$ cat src/verilog/dcs_pkg.sv
// constants and types of the driver configuration and status upper bits
// assumes a single 100 MHz clock and a 24-bit serial frame
`default_nettype none
package dcs_pkg;
    // ------------------------------------------------------------
    // frame and field layout
    // ------------------------------------------------------------
    localparam int FRAME_BITS = 24;
    localparam logic [4:0] FRAME_LEN = 5'h18;
    localparam int HS_NUM = 5;
    localparam int BIT_SEL = 0;
    localparam logic SEL_WORD_ONE = 1'h1;
    localparam int BIT_ENABLE = 23;
    localparam int BIT_RETRY_LO = 18;
    localparam int ST_ALWAYS1 = 23;
    localparam int ST_OV = 22;
    localparam int ST_UV = 21;
    localparam int ST_TSD = 20;
    localparam int ST_TW = 19;
    localparam int ST_NR = 18;
    localparam int ST_NOERR = 0;
    localparam logic [23:0] CTRL_RESET = 24'h000000;
    // ------------------------------------------------------------
    // synchroniser lanes
    // ------------------------------------------------------------
    localparam int SY_W = 12;
    localparam int SY_SCLK = 0;
    localparam int SY_CSN = 1;
    localparam int SY_MOSI = 2;
    localparam int SY_OV = 3;
    localparam int SY_UV = 4;
    localparam int SY_OT = 5;
    localparam int SY_TW = 6;
    localparam int SY_OC = 7;
    localparam logic [11:0] SY_RESET = 12'h002;
    // ------------------------------------------------------------
    // timing
    // ------------------------------------------------------------
    localparam int CLK_MHZ = 100;
    localparam int SETTLE_US = 100;
    localparam int SETTLE_W = 24;
    localparam int RETRY_TICK_US = 10;
    localparam int RETRY_TICK_CYC = RETRY_TICK_US * CLK_MHZ;
    localparam int TICK_W = 10;
    localparam logic [3:0] RETRY_OFF_SHORT = 4'h3;
    localparam logic [3:0] RETRY_OFF_LONG = 4'hB;
    // ------------------------------------------------------------
    // operating mode
    // ------------------------------------------------------------
    typedef enum logic [2:0] {
        DCS_STANDBY = 3'h1,
        DCS_SETTLE = 3'h2,
        DCS_ACTIVE = 3'h4
    } dcs_mode_t;
endpackage
`default_nettype wire

$ cat src/verilog/dcs_chan_if.sv
// per-output over-current channel signals between top and channel
// assumes the channel runs on the top's clock and reset
`timescale 1ns/1ns
`default_nettype none
interface dcs_chan_if (
    input wire logic mclk,
    input wire logic rst_b
);
    logic tick;
    logic oc_evt;
    logic retry_en;
    logic duty_long;
    logic clear;
    logic off;
    logic flag;
    modport chan (input mclk, rst_b, tick, oc_evt, retry_en, duty_long,
        clear, output off, flag);
    modport ctl (output tick, oc_evt, retry_en, duty_long, clear,
        input off, flag);
endinterface
`default_nettype wire

$ cat src/verilog/dcs_top.sv
// upper bits of control word one and status word one, with serial port
// assumes the serial master idles clock low and samples on rising edges
//
// Contract
// writing enable one moves the device from standby toward active.
// writing enable zero enters standby and clears all control bits.
// after power-on reset the device sits in standby.
// top status bit always reads one; all-zero or all-one frames invalid.
// over-current on a highside output sets its flag, output off.
// with retry enabled the output comes back after a duty-set delay.
// one retry may run even if retry enable is zero.
// supply over- or undervoltage sets its flag and disables outputs.
// outputs return by themselves when the supply recovers.
// thermal shutdown sets its flag and switches all outputs off.
// outputs stay off until reset bit clears thermal shutdown flag.
// temperature warning is reported only, never switches outputs.
// leaving standby starts settle timer; outputs held, not-ready set.
// not-ready clears when the settle time expires.
// status bit zero is the NOR of status bits 1 to 22; the code also NORs in status_zero_faults.
// fault flags stay latched until reset bit or standby; supply follows.
`timescale 1ns/1ns
`default_nettype none
module dcs_top
    import dcs_pkg::*;
#(
    parameter int SETTLE_CYC = SETTLE_US * CLK_MHZ
) (
    input wire logic mclk,
    input wire logic rst_b,
    input wire logic spi_sclk,
    input wire logic spi_csn,
    input wire logic spi_mosi,
    output logic spi_miso_o,
    output logic spi_miso_oe,
    input wire logic [4:0] hs_request,
    input wire logic [4:0] oc_detect,
    input wire logic overvolt_detect,
    input wire logic undervolt_detect,
    input wire logic overtemp_detect,
    input wire logic tempwarn_detect,
    input wire logic retry_duty_long,
    input wire logic fault_reset,
    input wire logic [16:0] status_one_low,
    input wire logic [21:0] status_zero_faults,
    output logic [23:0] control_word_one,
    output logic [4:0] oc_flag,
    output logic device_active,
    output logic highside_output_7,
    output logic highside_output_8,
    output logic highside_output_9,
    output logic highside_output_10,
    output logic highside_output_11
);
    // ------------------------------------------------------------
    // state
    // ------------------------------------------------------------
    typedef struct packed {
        logic [11:0] sy1;
        logic [11:0] sy2;
        logic sclk_d;
        logic csn_d;
        dcs_mode_t mode;
        logic [SETTLE_W-1:0] settle_cnt;
        logic [TICK_W-1:0] tick_cnt;
        logic [23:0] shin;
        logic [23:0] shout;
        logic [4:0] bitcnt;
        logic [23:0] ctrl;
        logic thermal_shutdown_flag;
        logic tw;
        logic [4:0] drive;
    } dcs_top_st_t;

    localparam logic [SETTLE_W-1:0] SETTLE_LOAD =
        SETTLE_W'(SETTLE_CYC - 1);
    localparam logic [TICK_W-1:0] TICK_LOAD = TICK_W'(RETRY_TICK_CYC - 1);

    dcs_top_st_t st_r;
    dcs_top_st_t st_nxt;
    logic sclk_rise;
    logic sclk_fall;
    logic csn_fall;
    logic csn_rise;
    logic frame_write;
    logic standby;
    logic allowed;
    logic tick;
    logic [5:0] own_status;
    logic [23:0] status_w;
    logic [4:0] chan_off;
    logic [4:0] chan_flag;

    // ------------------------------------------------------------
    // frame edges and status word
    // ------------------------------------------------------------
    assign sclk_rise = st_r.sy2[SY_SCLK] && !st_r.sclk_d;
    assign sclk_fall = !st_r.sy2[SY_SCLK] && st_r.sclk_d;
    assign csn_fall = !st_r.sy2[SY_CSN] && st_r.csn_d;
    assign csn_rise = st_r.sy2[SY_CSN] && !st_r.csn_d;
    assign frame_write = csn_rise && (st_r.bitcnt == FRAME_LEN)
        && (st_r.shin[BIT_SEL] == SEL_WORD_ONE);
    assign standby = (st_r.mode == DCS_STANDBY);
    assign tick = (st_r.tick_cnt == '0);
    // supply flags follow the synchronised supply condition
    assign own_status = {1'b1, st_r.sy2[SY_OV], st_r.sy2[SY_UV],
        st_r.thermal_shutdown_flag, st_r.tw, (st_r.mode == DCS_SETTLE)};
    assign status_w = {own_status, status_one_low,
        ~|{own_status[4:0], status_one_low, status_zero_faults}};
    assign allowed = (st_r.mode == DCS_ACTIVE) && !st_r.sy2[SY_OV]
        && !st_r.sy2[SY_UV] && !st_r.thermal_shutdown_flag;

    // ------------------------------------------------------------
    // next state
    // ------------------------------------------------------------
    always_comb begin
        st_nxt = st_r;
        st_nxt.sy1 = {oc_detect, tempwarn_detect, overtemp_detect,
            undervolt_detect, overvolt_detect, spi_mosi, spi_csn, spi_sclk};
        st_nxt.sy2 = st_r.sy1;
        st_nxt.sclk_d = st_r.sy2[SY_SCLK];
        st_nxt.csn_d = st_r.sy2[SY_CSN];
        st_nxt.tick_cnt = tick ? TICK_LOAD : st_r.tick_cnt - TICK_W'(1);
        // serial shifter
        if (csn_fall) begin
            st_nxt.shout = status_w;
            st_nxt.bitcnt = 5'h00;
        end else if (!st_r.sy2[SY_CSN]) begin
            if (sclk_rise) begin
                st_nxt.shin = {st_r.shin[22:0], st_r.sy2[SY_MOSI]};
                if (st_r.bitcnt != 5'h1F) begin
                    st_nxt.bitcnt = st_r.bitcnt + 5'h01;
                end
            end
            if (sclk_fall) begin
                st_nxt.shout = {st_r.shout[22:0], 1'b0};
            end
        end
        // mode sequence
        unique case (st_r.mode)
            DCS_STANDBY: begin
                if (frame_write && st_r.shin[BIT_ENABLE]) begin
                    st_nxt.mode = DCS_SETTLE;
                    st_nxt.settle_cnt = SETTLE_LOAD;
                end
            end
            DCS_SETTLE: begin
                if (st_r.settle_cnt == '0) begin
                    st_nxt.mode = DCS_ACTIVE;
                end else begin
                    st_nxt.settle_cnt = st_r.settle_cnt - SETTLE_W'(1);
                end
            end
            DCS_ACTIVE: begin
            end
        endcase
        if (frame_write) begin
            st_nxt.ctrl = st_r.shin;
            if (!st_r.shin[BIT_ENABLE]) begin
                st_nxt.ctrl = CTRL_RESET;
                st_nxt.mode = DCS_STANDBY;
            end
        end
        // latched thermal flags, set wins over clear
        if (fault_reset || standby) begin
            st_nxt.thermal_shutdown_flag = 1'b0;
            st_nxt.tw = 1'b0;
        end
        if (st_r.sy2[SY_OT]) begin
            st_nxt.thermal_shutdown_flag = 1'b1;
        end
        // warning never feeds the output gating
        if (st_r.sy2[SY_TW]) begin
            st_nxt.tw = 1'b1;
        end
        st_nxt.drive = hs_request & ~chan_off & {HS_NUM{allowed}};
    end

    always_ff @(posedge mclk) begin
        if (!rst_b) begin
            st_r.sy1 <= SY_RESET;
            st_r.sy2 <= SY_RESET;
            st_r.sclk_d <= 1'b0;
            st_r.csn_d <= 1'b1;
            st_r.mode <= DCS_STANDBY;
            st_r.settle_cnt <= '0;
            st_r.tick_cnt <= '0;
            st_r.shin <= '0;
            st_r.shout <= '0;
            st_r.bitcnt <= '0;
            st_r.ctrl <= CTRL_RESET;
            st_r.thermal_shutdown_flag <= 1'b0;
            st_r.tw <= 1'b0;
            st_r.drive <= '0;
        end else begin
            st_r <= st_nxt;
        end
    end

    // ------------------------------------------------------------
    // over-current channels
    // ------------------------------------------------------------
    for (genvar i = 0; i < HS_NUM; i++) begin : g_chan
        dcs_chan_if u_if (
            .mclk(mclk),
            .rst_b(rst_b)
        );
        assign u_if.tick = tick;
        assign u_if.oc_evt = st_r.sy2[SY_OC + i];
        assign u_if.retry_en = st_r.ctrl[BIT_RETRY_LO + i];
        assign u_if.duty_long = retry_duty_long;
        assign u_if.clear = fault_reset || standby;
        assign chan_off[i] = u_if.off;
        assign chan_flag[i] = u_if.flag;
        dcs_oc_chan u_ch (
            .p(u_if.chan)
        );
    end

    // ------------------------------------------------------------
    // outputs
    // ------------------------------------------------------------
    assign spi_miso_o = st_r.shout[FRAME_BITS-1];
    assign spi_miso_oe = !st_r.sy2[SY_CSN];
    assign control_word_one = st_r.ctrl;
    assign oc_flag = chan_flag;
    assign device_active = !standby;
    assign highside_output_7 = st_r.drive[0];
    assign highside_output_8 = st_r.drive[1];
    assign highside_output_9 = st_r.drive[2];
    assign highside_output_10 = st_r.drive[3];
    assign highside_output_11 = st_r.drive[4];
endmodule
`default_nettype wire

$ cat src/verilog/dcs_oc_chan.sv
// over-current latch and automatic retry of one highside output
// assumes oc_evt is already synchronised and tick is a one-cycle pulse
`timescale 1ns/1ns
`default_nettype none
module dcs_oc_chan
    import dcs_pkg::*;
(
    dcs_chan_if.chan p
);
    typedef struct packed {
        logic flag;
        logic off;
        logic pend;
        logic [3:0] cnt;
    } dcs_chan_st_t;

    dcs_chan_st_t st_r;
    dcs_chan_st_t st_nxt;

    always_comb begin
        st_nxt = st_r;
        if (p.clear) begin
            st_nxt.flag = 1'b0;
            st_nxt.off = 1'b0;
            st_nxt.pend = 1'b0;
        end
        if (p.oc_evt) begin
            // set wins over a clear in the same cycle
            st_nxt.flag = 1'b1;
            st_nxt.off = 1'b1;
            // enable is taken at the event, so a later clear of it still
            // lets the pending retry run once
            st_nxt.pend = p.retry_en | st_r.pend;
            st_nxt.cnt = p.duty_long ? RETRY_OFF_LONG : RETRY_OFF_SHORT;
        end else if (st_r.off && st_r.pend && p.tick) begin
            if (st_r.cnt == 4'h0) begin
                st_nxt.off = 1'b0;
                st_nxt.pend = 1'b0;
            end else begin
                st_nxt.cnt = st_r.cnt - 4'h1;
            end
        end
    end

    always_ff @(posedge p.mclk) begin
        if (!p.rst_b) begin
            st_r <= '0;
        end else begin
            st_r <= st_nxt;
        end
    end

    assign p.off = st_r.off;
    assign p.flag = st_r.flag;
endmodule
`default_nettype wire

$ cat config.mk
export PLATFORM = sky130hd
export DESIGN_NAME = dcs_top
export DESIGN_NICKNAME = d
export VERILOG_FILES = /design/src/verilog/dcs_pkg.sv /design/src/verilog/dcs_chan_if.sv /design/src/verilog/dcs_top.sv /design/src/verilog/dcs_oc_chan.sv
export SDC_FILE = /design/constraint.sdc
export NUM_CORES = 1
export LEC_CHECK = 0
export BUFFER_PORTS_ARGS = -buffer_cell sky130_fd_sc_hd__buf_2
export CORE_MARGIN = 2
export CORE_UTILIZATION = 52
export DETAILED_ROUTE_END_ITERATION = 12
export GPL_ROUTABILITY_DRIVEN = 0
export PLACE_DENSITY = 0.85
export RECOVER_POWER = 25
export SLEW_MARGIN = 20
export SYNTH_ARGS = -nofsm -noshare
export SYNTH_HDL_FRONTEND = slang
export SYNTH_SLANG_ARGS = --single-unit
$ cat constraint.sdc
create_clock -name mclk -period 2.1 [get_ports mclk]
set_input_delay 0.315 -clock mclk [delete_from_list [all_inputs] [get_ports mclk]]
set_output_delay 0.315 -clock mclk [all_outputs]
set_load 0.02 [all_outputs]
==> impl_metrics.toml, run 1 <==
[status]
status = "complete, but fails checks"
violations = "setup timing"

[sta]
hold_violations = 0
finalCritPeriodShare = 1.001
fin_ws_ps = -1.913
final-max-slew-violation-count = 0
setup_viol = 1
max_slew_margin = 0.2664
worst_pin_slew_ps = 1100
fin_setup_tns_ps = -1.913
grt_setup_unrepaired = "yes"
clock_skew_ps = 10.35
period_needed_ps = 2102
max_freq_ghz = 0.4758

[detailed_routing]
routed_wl_mm = 16.57
vias = 6556
dr.pass1.iters = 5
vias_per_cell = 5.575
ant_nets = 0
route.detailed.wl_per_inst_um = 14.09
drtIter0Drc = 461
drc = 0

[pwr]
max-vdd-ir-drop_mv = 0.6581
p_leak_nw = 3.623
p_int_mw = 5.812
power.share.combinational = 0.094
clockPowerShare = 0.429
p_sw_mw = 1.911
power_density_nw_per_um2 = 853.7
switching_share = 0.2475
seq_power_share = 0.477

[global_routing]
grt_pass1_vias = 6181
grt_overflow = 0
grt_first_pass_wirelength_mm = 27.99
grt_usage = 0.2127
grt_max_degree = 46
grt_antenna_before_repair = 0

[worst_hold_path]
min_delay_path_depth = 2
hp-class = "input port to flip-flop"

[clock_tree]
clk_path_buf_depth = 2
clock_latency_ps = 430
cts_tree = "yes"
clk_root_buffer_cell = "clkbuf_16"
cts_hold_buf = 0
path_clk_slew_ps = 70
clock-sinks = 182
cts-htree-levels = 4
cts_buffers = 17

[floorplan]
ios = 97
rows = 44
design.die.area_um2 = 15690
start_util = 0.5300
die_y_um = 125.3
core_um2 = 14420
die_x_um = 125.3

[synth]
seq_area_frac_synth = 0.4766
synth-main-ff-cell = "dfxtp_1"
synth_top_cell_by_area = "dfxtp_1"
ys_seq_elements = 182
synth_top_area_share = 0.4766
synth-async-reset-ratio = 0
synth_cell_type_count = 51
synth_nets = 955
synth_area_per_cell_um2 = 8.658
syn_inst = 883
synth_area_leaders = "dfxtp_1, a21oi_1, nand2_1"
syn_area_um2 = 7645
yosys-top-cells-count = "dfxtp_1, nand2_1, a21oi_1"
synth_most_common_cell = "dfxtp_1"
synth_warnings = 0
synth_edf_count = 0

[finish]
fill_cells = 1185
finalNetCount = 1051
synthToLayoutAreaGrowth_pct = 18.35
n_antenna_cell = 0
drive_gt1_frac = 0.1835

[setup_path]
path_max_fanout = 3
crit_path_end_kind = "flip-flop"
slowest_stage = "or4_4"
r2r_cells = 5
arrival_ps = 2470
cp_num_cells = 5
worstSetupPathType = "flip-flop to flip-flop"
cp_top_family = "simple AND/OR/NAND/NOR gates"
cpPeakStageDelay_ps = 500
crit_buf_inv = 0
path_cells = "or3_4, or4_4, or3_4, or4_1, nand2_1"
worstPathRequired_ps = 2470
worst_setup_path_start_kind = "flip-flop"
path_common_cell = "or3_4"

[place]
dpl.hpwl_mm = 10.91
port-buffer-count = 96
place_ws_ps = -10.57

[job]
max-cap-violations = 0
## cell usage in the layout (no fill, tap or decap), types with 14 or more instances in the layout
master / count
buf_4: 52
nor3_1: 27
nor4_1: 14
a211oi_1: 23
clkbuf_1: 28
nor2_1: 61
nand3_1: 52
dfxtp_1: 180
a21oi_1: 83
mux2i_1: 28
inv_1: 26
and2_1: 17
nand2_1: 107
buf_2: 69
o21ai_0: 17
clkbuf_16: 17
## power groups by stage
stage               Combinational [mW]  Sequential [mW]  Clock [mW]
floorplan                        0.531             3.73           0
global placement                 0.687             3.75           0
detailed placement               0.707             3.76           0
CTS                              0.729             3.69        3.36
global route                     0.815             3.70        3.54
finish                           0.723             3.69        3.32
## final timing paths
check	start	to	slack, ps
worst max-delay path	st_r[97]	st_r[105]	-2
worst min-delay path	spi_csn	st_nxt[124]	80
worst max register to register	st_r[97]	st_r[105]	-2
worst min register to register	st_nxt[124]	st_nxt[121]	410
## layer usage
layer / share of wire / track usage / vias to the layer above
met2: 0.51 / 0.3750 / 131
li1: - / - / 3257
met3: 0.040 / 0.04921 / 17
met1: 0.44 / 0.2585 / 3151
met5: 0 / 0 / -
met4: 0.013 / 0.06536 / 0
## final cells by class
type,count,area [µm²],area share
sequential,182,3649,0.4033
clock inverter,14,192.7,0.02130
multi-input combinational,600,3587,0.3965
timing repair buffer,151,858.3,0.09487
inverter,27,101.3,0.01120
tap,184,230.2,0.02545
clock buffer,18,429.2,0.04743
## flip-flops by register name (all words and copies together) (netlist names)
name                count
g_chan.u_ch.p.off       5
g_chan.u_if.oc_evt      5
g_chan.u_ch.p.flag      5
highside_output_8       1
own_status              4
st_r                   94
highside_output_9       1
highside_output_7       1
highside_output_11      1
st_nxt                 14
spi_miso_o              1
highside_output_10      1
g_chan.u_ch.st_r       25
control_word_one       24
## cells by family (layout without fill, tap and decap cells)
logic type	count (synthesis)	in the layout	share of synthesized area
AOI/OAI and AO/OA	173	173	0.1368
xor gates and xnor gates	25	25	0.02864
adders and majority gates	12	12	0.01964
buffers and inverters	101	210	0.06465
DFF	182	182	0.4766
muxes	28	28	0.03666
and+or+nand+nor	362	362	0.2370
## per-stage QoR
stage | utilization | hold slack, ps | cell area [µm²] | power, mW | instances
2_1_floorplan | - | 386.3 | 7645 | 4.266 | 883
3_3_place_gp | 0.5766 | 391.4 | 8317 | 4.440 | 1135
3_5_place_dp | 0.5766 | 397.3 | 8317 | 4.467 | 1135
4_1_cts | 0.6213 | 78.98 | 8961 | 7.777 | 1168
5_1_grt | 0.6273 | 76.29 | 9047 | 8.050 | 1176
6_report | 0.6273 | 83.79 | 9047 | 7.724 | 1176
## repair_timing
| item | in CTS | in global routing |
|---|---|---|
| endpoints found under the setup margin | 8 | 13 |
| buffers inserted | 1 | 8 |
| gates resized for setup | 3 | 20 |
| pin swaps | 1 | 15 |
No activity file was read; power rests on OpenSTA's default activity.
==> run 2, diff against run 1 <==
- CELL_PAD_IN_SITES_DETAIL_PLACEMENT: default -> 1
- CELL_PAD_IN_SITES_GLOBAL_PLACEMENT: default -> 1
- CORE_MARGIN: 2 -> 8
- CORE_UTILIZATION: 52 -> 39
- PLACE_DENSITY: 0.85 -> 0.84
==> run 2 against run 1 <==
Effect of this change:
- the flow now finishes without violations
- total power grew 1.7%
- routed wire length grew 29%
- non-clock buffer count shrank 5
- core utilization shrank 15 points
- critical path depth is the same
- count of clock-buffer cells in the layout grew 1
- sequential cell count is the same
- worst hold slack lost 1.2 ps
- final cell count grew 6.4%
- clock skew shrank 1.8 ps
- critical path type unchanged
==> impl_metrics.toml, run 2 (same netlist as run 1, synthesis figures left out) <==
[sta]
setup_viol = 0
fin_setup_tns_ps = 0
max_slew_margin = 0.4083
grt_setup_unrepaired = "yes"
worst_pin_slew_ps = 887.5
clock_skew_ps = 8.581
period_needed_ps = 2083
finalCritPeriodShare = 0.9917
worst_hold_slack_ps = 82.56
hold_violations = 0
final-max-slew-violation-count = 0
max_freq_ghz = 0.4802

[global_routing]
grt_first_pass_wirelength_mm = 35.00
grt_antenna_before_repair = 0
grt_overflow = 0
grt_usage = 0.1759
grt_max_degree = 77
grt_pass1_vias = 7181

[setup_path]
slowest_stage = "or4_4"
cp_top_family = "simple AND/OR/NAND/NOR gates"
worstPathRequired_ps = 2480
arrival_ps = 2460
cpPeakStageDelay_ps = 530
path_common_cell = "or3_4"
worst_setup_path_start_kind = "flip-flop"
path_cells = "or3_4, or4_4, or3_4, or4_1, nand2_1"
path_max_fanout = 4
crit_buf_inv = 0
worstSetupPathType = "flip-flop to flip-flop"
crit_path_end_kind = "flip-flop"

[clock_tree]
cts_hold_buf = 0
cts_buffers = 17
cts-htree-levels = 4
cts_tree = "yes"
clock_latency_ps = 430
clk_path_buf_depth = 2
path_clk_slew_ps = 70
clock-sinks = 182
clk_root_buffer_cell = "clkbuf_16"

[detailed_routing]
vias = 6674
vias_per_cell = 5.335
drtIter0Drc = 303
route.detailed.wl_per_inst_um = 17.04
routed_wl_mm = 21.31
dr.pass1.iters = 4
ant_nets = 0
drc = 0

[finish]
finalNetCount = 1046
final_cell_mix = "dfxtp_1, nand2_1, a21oi_1"
largest-register = "st_r"
largest_reg_flops = 94
instances_no_fill = 1251
synthToLayoutAreaGrowth_pct = 19.69
mostFrequentLayoutCell = "dfxtp_1"
fill_cells = 2297
drive_gt1_frac = 0.1795
n_antenna_cell = 0

[floorplan]
start_util = 0.3954
design.die.area_um2 = 24340
rows = 51
die_x_um = 156.0
die_y_um = 156.0
ios = 97
core_um2 = 19330

[job]
max-cap-violations = 0

[pwr]
p_sw_mw = 1.914
power.share.combinational = 0.099
switching_share = 0.2438
seq_power_share = 0.470
max-vdd-ir-drop_mv = 0.6268
p_total_mw = 7.852
p_int_mw = 5.938
power_density_nw_per_um2 = 858.1
clockPowerShare = 0.431
p_leak_nw = 3.601

[place]
port-buffer-count = 96
dpl.hpwl_mm = 14.21
dp_cells = 1212

[worst_hold_path]
hp-class = "input port to flip-flop"

[status]
status = "finished, final reports clean"
[run 2: changes by cell type in the layout (fill, tap and decap cells not counted), moves of 3 or more]
cell	change
buf_4	-8
and2_0	+6
and2_1	-6
a21oi_1	+5
a21oi_2	-5
dfxtp_2	+3
or3_1	+3
or3_4	-3
[run 2: layout make-up]
class,instances,area [µm²],share of cell area
sequential,182,3649,0.3987
multi-input combinational,600,3602,0.3937
timing repair buffer,146,847.1,0.09257
clock buffer,19,442.9,0.04841
tap,265,331.6,0.03624
clock inverter,12,176.4,0.01928
inverter,27,101.3,0.01108
[run 2: worst register-to-register path, cell delays in order (launching register included)]
cell     delay, ps
dfxtp_2        320
or3_4          380
or4_4          530
or3_4          340
or4_1          390
nand2_1         70
[run 2: stage by stage]
step | area, µm² | utilization | setup WS [ps]
after floorplan | 7645 | - | -63.11
after global placement | 8416 | 0.4353 | 55.58
after detailed placement | 8416 | 0.4353 | 2.239
after CTS | 9040 | 0.4675 | 2.089
after global routing | 9150 | 0.4732 | -41.91
final | 9150 | 0.4732 | 17.45
[run 2: final timing paths]
kind / from / to / slack [ps] / cells past startpoint
worst max register to register: st_r[97] / st_r[105] / 20 / 5
worst min-delay path: spi_mosi / st_nxt[125] / 80 / 2
worst max-delay path: st_r[97] / st_r[105] / 20 / 5
worst min register to register: st_nxt[124] / st_nxt[121] / 430 / 1
[run 2: what timing repair did]
item / CTS / global route
resized for setup: 1 / 22
setup buffers: 0 / 7
cloned: 0 / 1
pin swaps: 1 / 16
endpoints found under the setup margin: 4 / 14
[run 2: power groups by stage]
stage	Sequential, mW	Clock (mW)	Combinational (mW)
after global placement	3.76	0	0.714
after CTS	3.69	3.46	0.774
after floorplan	3.73	0	0.531
final	3.69	3.39	0.775
after detailed placement	3.76	0	0.759
after global routing	3.70	3.61	0.857
[run 2: layer usage]
layer | share of wire | GRT usage
met5 | 0 | 0
met4 | 0.018 | 0.07163
met3 | 0.035 | 0.03352
met2 | 0.52 | 0.3226
met1 | 0.43 | 0.1953
==> run 3, diff against run 2 <==
- ABC_AREA: default -> 1
- CORE_UTILIZATION: 39 -> 38
- PLACE_DENSITY: 0.84 -> 0.85
- REMOVE_ABC_BUFFERS: default -> 1
- SKIP_LAST_GASP: default -> 1
==> run 3 against run 2 <==
Effect of this change:
- area after synthesis rose by 6.1%
- synthesized cell count rose by 31%
- routed wire length up 2.4%
- the run now ends with capacitance limit, slew limit left
==> impl_metrics.toml, run 3 <==
[status]
status = "complete, but fails checks"
violations = "capacitance limit, slew limit"

[pwr]
switching_share = 0.2593
power_density_nw_per_um2 = 836.4
p_sw_mw = 1.991
max-vdd-ir-drop_mv = 0.4029
power.share.combinational = 0.116
p_leak_nw = 4.396
clockPowerShare = 0.400
p_int_mw = 5.686
seq_power_share = 0.483

[finish]
drive_gt1_frac = 0.1083
synthToLayoutAreaGrowth_pct = 13.14
final_cell_mix = "nand2_1, dfxtp_1, nor2_1"
finalNetCount = 1289
n_antenna_cell = 0
final_area_um2 = 9179
largest_reg_flops = 94
largest-register = "st_r"
mostFrequentLayoutCell = "nand2_1"
final_util = 0.4366

[synth]
synth_warnings = 0
yosys.area_share.xor_xnor = 0.01080
yosys-top-cells-count = "nand2_1, dfxtp_1, nor2_1"
synth_top_family_by_area = "simple AND/OR/NAND/NOR gates"
synth.area.mux_share = 0
synth_top_cell_by_area = "dfxtp_1"
synth_top_area_share = 0.4491
synth-async-reset-ratio = 0
synth-adder-area-share = 0.01851
syn_area_um2 = 8113
synth_area_per_cell_um2 = 7.024
synth_compound_area_frac = 0.1072
synth_edf_count = 0
synth-simple-area-share = 0.2990
synth_most_common_cell = "nand2_1"
ys_seq_elements = 182
synth_area_leaders = "dfxtp_1, nand2_1, nor2_1"
synth_cell_type_count = 36
synth-main-ff-cell = "dfxtp_1"
syn_inst = 1155
seq_area_frac_synth = 0.4491

[global_routing]
grt_overflow = 0
grt_usage = 0.1707
grt_first_pass_wirelength_mm = 37.12
grt_pass1_vias = 7811
grt_antenna_before_repair = 0
grt_max_degree = 84

[floorplan]
start_util = 0.3859
die_x_um = 162.1
die_y_um = 162.1
rows = 53
design.die.area_um2 = 26280
core_um2 = 21020
ios = 97

[setup_path]
reg2reg_slack_ps = 150
path_max_fanout = 11
path_cells = "inv_1, ha_1, nand4_1, nor2_4, nand3_2, nand2_4, nand2_4, buf_4, nor3_1, nor2_1"
r2r_cells = 10
worstReg2RegEnd = "st_r[96]"
arrival_ps = 2260
critPathCapture = "st_r[96]"
worstPathRequired_ps = 2410
crit_path_start = "st_r[31]"
cpPeakStageDelay_ps = 330
slowest_stage = "dfxtp_1"
path_common_cell = "nand2_4"
worst_setup_path_start_kind = "flip-flop"
worstSetupPathType = "flip-flop to flip-flop"
crit_path_end_kind = "flip-flop"
r2r_start = "st_r[31]"

[sta]
finalCritPeriodShare = 0.9286
max_freq_ghz = 0.5128
setup_viol = 0
period_needed_ps = 1950
worst_pin_slew_ps = 1603
max_slew_margin = -0.06857
fin_setup_tns_ps = 0
clock_skew_ps = 9.364
fin_ws_ps = 149.9
final-max-slew-violation-count = 84
grt_setup_unrepaired = "no"
hold_violations = 0

[detailed_routing]
route.detailed.wl_per_inst_um = 14.52
ant_nets = 0
drc = 0
routed_wl_mm = 21.83
dr.pass1.iters = 4
vias = 7415
drtIter0Drc = 331
vias_per_cell = 4.933

[clock_tree]
clk_root_buffer_cell = "clkbuf_16"
cts_buffers = 17
post-cts-setup-buffers = 0
path_clk_slew_ps = 70
cts_tree = "yes"
clock_latency_ps = 430
cts-htree-levels = 4
clock-sinks = 182
clk_path_buf_depth = 2

[place]
place_ws_ps = 97.67
dpl.hpwl_mm = 15.54
dpl_cell_area_um2 = 8673
port-buffer-count = 96

[worst_hold_path]
hp-class = "input port to flip-flop"

[job]
max-cap-violations = 1
run 3: cell count changes in the layout (fill, tap and decap cells not counted), moves of 14 or more:
cell	before	now
a211oi_1	23	1
a21oi_1	88	62
a31oi_1	1	22
and2_0	14	0
buf_4	44	12
inv_1	24	137
mux2i_1	28	0
nand2_1	106	276
nor2_1	59	177
o21ai_0	19	72
run 3: worst min path at each step:
stage / from / end / cells past startpoint
after floorplan: rst_b / st_r[121] / 1
after CTS: oc_detect[3] / st_nxt[133] / 3
after global placement: st_nxt[124] / st_nxt[121] / 1
final: oc_detect[3] / st_nxt[133] / 3
after detailed placement: st_nxt[131] / g_chan[1].u_if.oc_evt / 2
after global routing: spi_csn / st_nxt[124] / 2
run 3: timing repair:
action	CTS	global route
hold buffers	0	0
gates resized for setup	0	1
endpoints found under the setup margin	0	4
run 3: power groups by stage:
| stage | clock [mW] | sequential (mW) | combinational (mW) |
|---|---|---|---|
| after floorplan | 0 | 3.76 | 0.594 |
| after global placement | 0 | 3.77 | 0.853 |
| after detailed placement | 0 | 3.79 | 0.886 |
| after CTS | 3.16 | 3.71 | 0.903 |
| after global routing | 3.30 | 3.73 | 1.02 |
| final | 3.07 | 3.71 | 0.892 |
run 3: routing by layer:
| layer | wire [µm] | part of all wire | up-vias | track usage |
|---|---|---|---|---|
| met5 | 0 | 0 | - | 0 |
| met4 | 368 | 0.017 | 0 | 0.05976 |
| met3 | 849 | 0.039 | 28 | 0.03670 |
| met2 | 10680 | 0.49 | 131 | 0.3018 |
| li1 | - | - | 3746 | - |
| met1 | 9923 | 0.45 | 3510 | 0.1999 |
run 3: cell families (layout without fill, tap and decap cells):
logic type / after synthesis / after routing
AO/OA/AOI/OAI: 165 / 165
XOR/XNOR: 10 / 10
adder cells (fa/ha/maj): 12 / 12
AND/OR/NAND/NOR: 575 / 575
flip-flops: 182 / 182
buffers and inverters: 211 / 284
run 3: worst max-delay path: cells and delay by family, from the launching register on:
kind / cells / cell delay, ps
adder cells (fa/ha/maj): 1 / 150
buffers and inverters: 2 / 270
flip-flops: 1 / 330
AND/OR/NAND/NOR: 7 / 1080
run 3: stage by stage:
stage               std cells  power (mW)  hold WS (ps)
floorplan                1087       4.356         385.0
global placement         1473       4.627         394.2
detailed placement       1473       4.672         401.9
CTS                      1503       7.774         48.99
global route             1503       8.051         61.49
finish                   1503       7.677         66.96
run 3: area by class of cell:
class	instances	area, µm²
well taps	275	344.1
clock buffers	23	447.9
fillers	2762	11840
inverters	143	541.8
multi-input cells	762	3538
flip-flops and latches	182	3643
clock inverters	7	98.84
repair buffers	111	564.3
